===== src/modulo_timer_pkg.sv =====
package modulo_timer_pkg;
  // Register byte offsets, one aligned word each.
  localparam logic [3:0] MODULO_TIMER_OFS_STATUS = 4'h0;
  localparam logic [3:0] MODULO_TIMER_OFS_CLKCFG = 4'h4;
  localparam logic [3:0] MODULO_TIMER_OFS_COUNT = 4'h8;
  localparam logic [3:0] MODULO_TIMER_OFS_MODULO = 4'hC;
  // Status and control bit positions.
  localparam int MODULO_TIMER_BIT_FLAG = 7;
  localparam int MODULO_TIMER_BIT_IE = 6;
  localparam int MODULO_TIMER_BIT_CLR = 5;
  localparam int MODULO_TIMER_BIT_HALT = 4;
  // Reset values.
  localparam logic MODULO_TIMER_RST_HALT = 1'b1;
  localparam logic MODULO_TIMER_RST_IE = 1'b0;
  localparam logic [7:0] MODULO_TIMER_RST_COUNT = 8'h00;
  localparam logic [7:0] MODULO_TIMER_RST_MODULO = 8'h00;
  // Largest defined prescale code, divide by 256.
  localparam logic [3:0] MODULO_TIMER_PS_MAX = 4'h8;
  // Prescaler source encodings.
  typedef enum logic [1:0] {
    MODULO_TIMER_SRC_BUS = 2'b00,
    MODULO_TIMER_SRC_FIXED = 2'b01,
    MODULO_TIMER_SRC_EXT_FALL = 2'b10,
    MODULO_TIMER_SRC_EXT_RISE = 2'b11
  } modulo_timer_src_t;
  // Clock configuration register layout.
  typedef struct packed {
    logic [1:0] unused;
    modulo_timer_src_t source_select;
    logic [3:0] prescale_select;
  } modulo_timer_clkcfg_t;
  localparam modulo_timer_clkcfg_t MODULO_TIMER_RST_CLKCFG = '{2'b00, MODULO_TIMER_SRC_BUS, 4'h0};
endpackage


===== src/modulo_timer_top.sv =====
`timescale 1ns/100ps
`default_nettype none
// What this block does
// RULE1: Eight-bit up-counter, free-running or limited by the modulo value.
// RULE2: Overflow interrupt enabled by software gives periodic interrupts.
// RULE3: Prescaler source: bus clock, fixed clock, or count pin rise or fall.
// RULE4: Prescaler divides by 1, 2, 4, 8, 16, 32, 64, 128 or 256.
// RULE5: Writing one to counter-clear returns the count to zero.
// RULE6: Halt control freezes the count; counting resumes from it when cleared.
// RULE7: In wait mode counting goes on and the interrupt can wake the core.
// RULE8: Software should halt the timer before wait if not needed for wake.
// RULE9: Stop mode halts the timer always; it never wakes from stop.
// RULE10: Leaving stop through reset puts the timer in its reset state.
// RULE11: Leaving stop through an interrupt keeps state; counting resumes.
// RULE12: Debug halt suspends counting; it resumes from the held value.
// RULE13: Counter-clear or any modulo write resets the timer, beating resume.
// RULE14: Count pin is synchronised to the bus clock before edge use.
// RULE15: Count pin source must stay at or below a quarter of bus clock.
// RULE16: Four eight-bit registers: status, clock config, count, modulo.
// RULE17: Reference clocks are count pin, fixed clock and bus clock.
// RULE18: The fixed clock is the divided reference from the clock generator.
// RULE19: Overflow flag sets on wrap; cleared by read-then-write-zero or reset.
// RULE20: Reset sets halt and clears the interrupt enable.
// RULE21: Source codes 00 bus, 01 fixed, 10 fall, 11 rise; count kept.
// RULE22: Prescale 0000 is divide by one, 1000 and above divide by 256.
// RULE23: Modulo zero lets the counter run through all 256 states.
// RULE24: Interrupt output is high while flag and enable are both set.
module modulo_timer_top
  import modulo_timer_pkg::*;
(
  // Clock and reset.
  input wire logic mclk_i,
  input wire logic resetn_i,
  // Avalon-MM slave.
  input wire logic [3:0] address_i,
  input wire logic [3:0] byteenable_i,
  input wire logic read_i,
  input wire logic write_i,
  input wire logic [31:0] writedata_i,
  output logic [31:0] readdata_o,
  output logic waitrequest_o,
  // Clock sources and processor modes.
  input wire logic ext_count_pin_i,
  input wire logic divided_ref_clock_i,
  input wire logic wait_mode_i,
  input wire logic stop_mode_i,
  input wire logic debug_halt_i,
  // Interrupt request.
  output logic irq_o
);

  // Mask of low prescaler bits that must all be one for a tick.
  function automatic logic [7:0] div_mask(input logic [3:0] ps); // [RULE4]
    logic [3:0] sel;
    sel = (ps > MODULO_TIMER_PS_MAX) ? MODULO_TIMER_PS_MAX : ps; // [RULE22]
    div_mask = ~(8'hFF << sel);
  endfunction

  logic done;
  logic req;
  logic acc_wr;
  logic acc_rd;
  logic halt;
  logic ie;
  logic flag;
  logic armed;
  modulo_timer_clkcfg_t cfg;
  logic [7:0] cnt;
  logic [7:0] modv;
  logic [7:0] limit;
  logic [7:0] presc;
  logic ext_s1;
  logic ext_s2;
  logic ext_prev;
  logic ff_s1;
  logic ff_s2;
  logic ff_prev;
  logic src_tick;
  logic run;
  logic tick;
  logic wrap;
  logic wr_status;
  logic wr_clkcfg;
  logic wr_mod;
  logic rd_status;
  logic clr_evt;
  logic flag_swclr;

  // One wait state per access: the request is taken at the second edge.
  assign req = read_i | write_i;
  assign waitrequest_o = req & ~done;
  assign acc_wr = write_i & done;
  assign acc_rd = read_i & done;

  always_ff @(posedge mclk_i or negedge resetn_i) begin
    if (!resetn_i) begin
      done <= 1'b0;
    end else begin
      done <= req & ~done;
    end
  end

  // Write and read decodes, low byte lane only carries data.
  assign wr_status = acc_wr & byteenable_i[0] & (address_i == MODULO_TIMER_OFS_STATUS);
  assign wr_clkcfg = acc_wr & byteenable_i[0] & (address_i == MODULO_TIMER_OFS_CLKCFG);
  assign wr_mod = acc_wr & byteenable_i[0] & (address_i == MODULO_TIMER_OFS_MODULO);
  assign rd_status = acc_rd & (address_i == MODULO_TIMER_OFS_STATUS);

  // Timer reset from counter-clear or any modulo write.
  assign clr_evt = (wr_status & writedata_i[MODULO_TIMER_BIT_CLR]) | wr_mod; // [RULE5] [RULE13]

  // Read data registered in the wait cycle; unmapped reads give zero.
  always_ff @(posedge mclk_i or negedge resetn_i) begin
    if (!resetn_i) begin
      readdata_o <= 32'h0000_0000;
    end else if (read_i & ~done) begin
      case (address_i)
        MODULO_TIMER_OFS_STATUS: readdata_o <= {24'h0, flag, ie, 1'b0, halt, 4'h0}; // [RULE16]
        MODULO_TIMER_OFS_CLKCFG: readdata_o <= {24'h0, cfg};
        MODULO_TIMER_OFS_COUNT: readdata_o <= {24'h0, cnt};
        MODULO_TIMER_OFS_MODULO: readdata_o <= {24'h0, modv};
        default: readdata_o <= 32'h0000_0000;
      endcase
    end
  end

  // Control bits of the status register.
  always_ff @(posedge mclk_i or negedge resetn_i) begin
    if (!resetn_i) begin
      halt <= MODULO_TIMER_RST_HALT; // [RULE20] [RULE10]
      ie <= MODULO_TIMER_RST_IE;
    end else if (wr_status) begin
      halt <= writedata_i[MODULO_TIMER_BIT_HALT]; // [RULE6]
      ie <= writedata_i[MODULO_TIMER_BIT_IE]; // [RULE2]
    end
  end

  // Clock configuration; changing it never touches the count.
  always_ff @(posedge mclk_i or negedge resetn_i) begin
    if (!resetn_i) begin
      cfg <= MODULO_TIMER_RST_CLKCFG;
    end else if (wr_clkcfg) begin
      cfg <= modulo_timer_clkcfg_t'({2'b00, writedata_i[5:0]}); // [RULE21]
    end
  end

  // Modulo limit register.
  always_ff @(posedge mclk_i or negedge resetn_i) begin
    if (!resetn_i) begin
      modv <= MODULO_TIMER_RST_MODULO;
    end else if (wr_mod) begin
      modv <= writedata_i[7:0];
    end
  end

  // Two-stage synchronisers for the count pin and the fixed clock.
  always_ff @(posedge mclk_i or negedge resetn_i) begin
    if (!resetn_i) begin
      ext_s1 <= 1'b0;
      ext_s2 <= 1'b0;
      ext_prev <= 1'b0;
      ff_s1 <= 1'b0;
      ff_s2 <= 1'b0;
      ff_prev <= 1'b0;
    end else begin
      ext_s1 <= ext_count_pin_i; // [RULE14] [RULE17]
      ext_s2 <= ext_s1;
      ext_prev <= ext_s2;
      ff_s1 <= divided_ref_clock_i; // [RULE18]
      ff_s2 <= ff_s1;
      ff_prev <= ff_s2;
    end
  end

  // Source edge selection.
  always_comb begin
    case (cfg.source_select) // [RULE3] [RULE21]
      MODULO_TIMER_SRC_BUS: src_tick = 1'b1;
      MODULO_TIMER_SRC_FIXED: src_tick = ff_s2 & ~ff_prev;
      MODULO_TIMER_SRC_EXT_FALL: src_tick = ~ext_s2 & ext_prev;
      MODULO_TIMER_SRC_EXT_RISE: src_tick = ext_s2 & ~ext_prev;
      default: src_tick = 1'b0;
    endcase
  end

  // Counting stops for halt, stop mode and debug; wait mode does not stop it.
  assign run = ~halt & ~stop_mode_i & ~debug_halt_i; // [RULE6] [RULE7] [RULE9] [RULE12]
  assign tick = run & src_tick & ((presc & div_mask(cfg.prescale_select))
    == div_mask(cfg.prescale_select)); // [RULE4]
  assign limit = (modv == 8'h00) ? 8'hFF : modv; // [RULE23]
  assign wrap = tick & (cnt == limit); // [RULE1]

  // Prescaler counts selected source edges.
  always_ff @(posedge mclk_i or negedge resetn_i) begin
    if (!resetn_i) begin
      presc <= 8'h00;
    end else if (clr_evt) begin
      presc <= 8'h00; // [RULE13]
    end else if (run & src_tick) begin
      presc <= presc + 8'h01;
    end
  end

  // Main counter, cleared by timer reset before any resume.
  always_ff @(posedge mclk_i or negedge resetn_i) begin
    if (!resetn_i) begin
      cnt <= MODULO_TIMER_RST_COUNT;
    end else if (clr_evt) begin
      cnt <= 8'h00; // [RULE5] [RULE13]
    end else if (wrap) begin
      cnt <= 8'h00; // [RULE1]
    end else if (tick) begin
      cnt <= cnt + 8'h01; // [RULE11]
    end
  end

  // Software clear needs a status read with the flag set, then a zero write.
  assign flag_swclr = wr_status & armed & ~writedata_i[MODULO_TIMER_BIT_FLAG];

  always_ff @(posedge mclk_i or negedge resetn_i) begin
    if (!resetn_i) begin
      armed <= 1'b0;
    end else if (rd_status & flag) begin
      armed <= 1'b1;
    end else if (wr_status | ~flag) begin
      armed <= 1'b0;
    end
  end

  // Overflow flag: a wrap wins over a software clear in the same cycle.
  always_ff @(posedge mclk_i or negedge resetn_i) begin
    if (!resetn_i) begin
      flag <= 1'b0;
    end else if (clr_evt) begin
      flag <= 1'b0; // [RULE13]
    end else if (wrap) begin
      flag <= 1'b1; // [RULE19]
    end else if (flag_swclr) begin
      flag <= 1'b0; // [RULE19]
    end
  end

  // Interrupt level; it also serves as the wake request in wait mode.
  assign irq_o = flag & ie; // [RULE24] [RULE2] [RULE7]
endmodule // modulo_timer_top
`default_nettype wire


===== config.mk =====
export PLATFORM = sky130hd
export DESIGN_NAME = modulo_timer_top
export DESIGN_NICKNAME = d
export VERILOG_FILES = /design/src/modulo_timer_pkg.sv /design/src/modulo_timer_top.sv
export SDC_FILE = /design/constraint.sdc
export NUM_CORES = 1
export LEC_CHECK = 0
export BUFFER_PORTS_ARGS = -buffer_cell sky130_fd_sc_hd__buf_2
export CAP_MARGIN = 25
export CORE_MARGIN = 2
export CORE_UTILIZATION = 36
export DETAILED_ROUTE_END_ITERATION = 12
export PLACE_DENSITY = 0.59
export SLEW_MARGIN = 20
export SYNTH_ARGS = -nofsm -noshare
export SYNTH_HDL_FRONTEND = slang
export SYNTH_SLANG_ARGS = --single-unit

===== constraint.sdc =====
create_clock -name mclk_i -period 3.9 [get_ports mclk_i]
set_input_delay 0.195 -clock mclk_i [delete_from_list [all_inputs] [get_ports mclk_i]]
set_output_delay 0.195 -clock mclk_i [all_outputs]
set_load 0.03 [all_outputs]

==> flow_summary.yaml <==
worst_setup_path:
  r2r_end: "cnt[6]"
  path_buf_inv: 0
  cp_cell_sequence: "and4b_1, a21oi_2, a2111oi_4, and4_1, and2_1, a22o_1"
  crit_type: "reg2reg"
  critPathTopFamily: "compound AO/OA/AOI/OAI gates"
  arrival_ps: 2610
  critPathSlowestCell: "a2111oi_4"
  startpoint: "cfg[5]"
  crit_path_start_kind: "register"
  reg2reg_depth: 6
  crit_path_end_kind: "register"
  r2r_slack_ps: 1530
  worstPathMaxFanout: 11
  slowest_delay_ps: 710
  reg2reg_from: "cfg[5]"
  required_ps: 4140
floorplan:
  die_h_um: 90.2
  pin_count: 83
  start_util_pct: 37.1
  die_w_um: 90.2
  coreArea_um2: 7210
  dieArea_um2: 8140
  rows: 31
yosys:
  synth_edf_count: 0
  netlist_area_um2: 2680
  ys_warn_count: 0
  async_flop_share_pct: 100
  synthTopCellsByArea: "dfrtp_1 (45%), mux2_1 (7.2%), buf_4 (6.7%), nand2_1 (3.5%), xnor2_1 (2.9%)"
  yosys_register_bits: 49
  yosysTopAreaCell: "dfrtp_1"
  synth_top_cell_area_share_pct: 44.9
  synth_cell_types: 49
  syn_inst: 259
  syn_area_per_cell_um2: 10.3
  yosysSeqAreaShare_pct: 45.9
  yosysMostFrequentCell: "dfrtp_1"
  synth_ff_type: "dfrtp_1"
  synth_commonest_cells: "dfrtp_1 (48), nand2_1 (25), buf_4 (24), nor2_1 (20), mux2_1 (17)"
sta:
  fmax_mhz: 421
  rsz0062_at_grt: "no"
  period_share_pct: 60.9
  worst_pin_slew_ps: 736
  drv_slew: 0
  setup_viol: 0
  hold_slack_ps: -22.1
  relSlewSlack_pct: 50.7
  hold_viol_final: 23
  fin_skew_ps: 14.3
  setup_tns_ps: 0
  finalCriticalPeriod_ps: 2370
route:
  vias: 1859
  ant_nets: 0
  drtPass1Iterations: 4
  vias_per_cell: 4.80
  avgRoutedWirePerCell_um: 13.7
  drt_iter0_drc: 75
  drc_errors: 0
  postRouteWirelength_um: 5280
global_routing:
  grt.total_usage_pct: 13.5
  grt.overflow.total: 0
  grt_max_degree: 50
  grt_pass1_wl_um: 8850
  antenna_found_initial: 0
  first_global_vias: 1783
hold_path:
  min_path_type: "in2async"
clock_tree:
  clock_tree.buffer_depth: 2
  cts_resized: 0
  root_buffer: "clkbuf_8"
  cts_buffers: 5
  cts_hold_buf: 2
  cts_tree: "built"
  insertion_delay_ps: 310
  clock_sinks: 49
  htreeDepth: 2
  cts_setup_buffers: 0
  clk_transition_reported_paths_ps: 100
final_layout:
  final_nets: 339
  areaGrowthSynthToFinish_pct: 9.78
  diodes: 0
  drive_gt1_share_pct: 16.3
  fin_cells: 387
placed_design:
  gp_congestion: 0.757
  dp.cells: 378
  port_buffers: 30
  dp_hpwl_um: 3920
job:
  max_cap_viol_count: 0
pwr:
  p_leak_nw: 1.37
  peakVddDrop_uv: 155
  power_density_nw_per_um2: 424
run_status:
  status: "finished, violations left"
  failed_checks: "negative hold slack"
final cells by class:
type                    instances  area, µm²
multi-input cells             194       1280
flip-flops and latches         49       1230
clock buffers                   5       68.8
inverters                       5       18.8
clock inverters                 2       35.0
repair buffers                 33        178
well taps                      99        124
fillers                       745       4280
stage by stage:
stage                     setup WS (ps)  power [mW]  utilization, %  instance area, µm²  hold WS, ps
after floorplan                    2070       0.848               -                2760         -101
after global placement             1530       0.895            39.0                2810          305
after detailed placement           1530       0.899            39.0                2810          304
after CTS                          1500        1.26            40.7                2940         4.14
after global routing               1390        1.31            40.7                2940         33.4
final                              1530        1.24            40.7                2940        -22.1
where the power goes:
group | switching [mW] | internal [mW] | leakage [nW]
combinational | 0.151 | 0.100 | 0.670
clock | 0.167 | 0.187 | 0.0540
sequential | 0.0758 | 0.564 | 0.642
sequential cells by signal, indices dropped and copies added, names as in the netlist, 6 cells and up:
| name | count |
|---|---|
| cnt | 8 |
| modv | 8 |
| presc | 8 |
| readdata_o | 8 |
| cfg | 6 |
cells by family after synthesis:
| family | synth area share [%] |
|---|---|
| AOI/OAI and AO/OA | 14.3 |
| xor gates and xnor gates | 4.91 |
| adders and majority gates | 0.935 |
| buffers and inverters | 9.31 |
| DFF | 45.9 |
| muxes | 9.17 |
| other | 0.140 |
| and+or+nand+nor | 15.3 |
worst register-to-register path: cells and delay by family, from the launching register on:
kind,cells,cell delay (ps)
AOI/OAI and AO/OA,3,950
and+or+nand+nor,3,910
DFF,1,450
cells in the final DEF, fill, tap and decap left out, types with 3 or more instances in the layout:
master	count
a21o_1	4
a21oi_1	3
a22o_1	5
a22oi_1	6
a31oi_1	3
and2_1	4
and3_1	4
buf_2	30
clkbuf_8	5
conb_1	24
dfrtp_1	48
inv_1	5
mux2_1	17
nand2_1	25
nand2b_1	3
nand3_1	5
nand4_1	9
nor2_1	20
o21ai_0	6
o21ai_1	9
xnor2_1	9
xor2_1	6
worst max path at each step:
stage | endpoint | slack [ps] | cells past startpoint
after floorplan | cnt[7] | 2070 | 7
after detailed placement | cnt[0] | 1530 | 6
after global placement | cnt[0] | 1530 | 6
after global routing | cnt[6] | 1390 | 6
after CTS | cnt[6] | 1500 | 6
final | cnt[6] | 1530 | 6
layer usage:
| metal | track usage (%) | up-vias | share of wire [%] | wire length [µm] |
|---|---|---|---|---|
| met5 | 0 | - | 0 | 0 |
| met4 | 4.62 | 0 | 1.7 | 88 |
| met3 | 2.51 | 8 | 3.8 | 201 |
| met2 | 22.4 | 38 | 49 | 2590 |
| met1 | 17.7 | 887 | 46 | 2410 |
| li1 | - | 926 | - | - |
No activity file was read; power rests on OpenSTA's default activity.
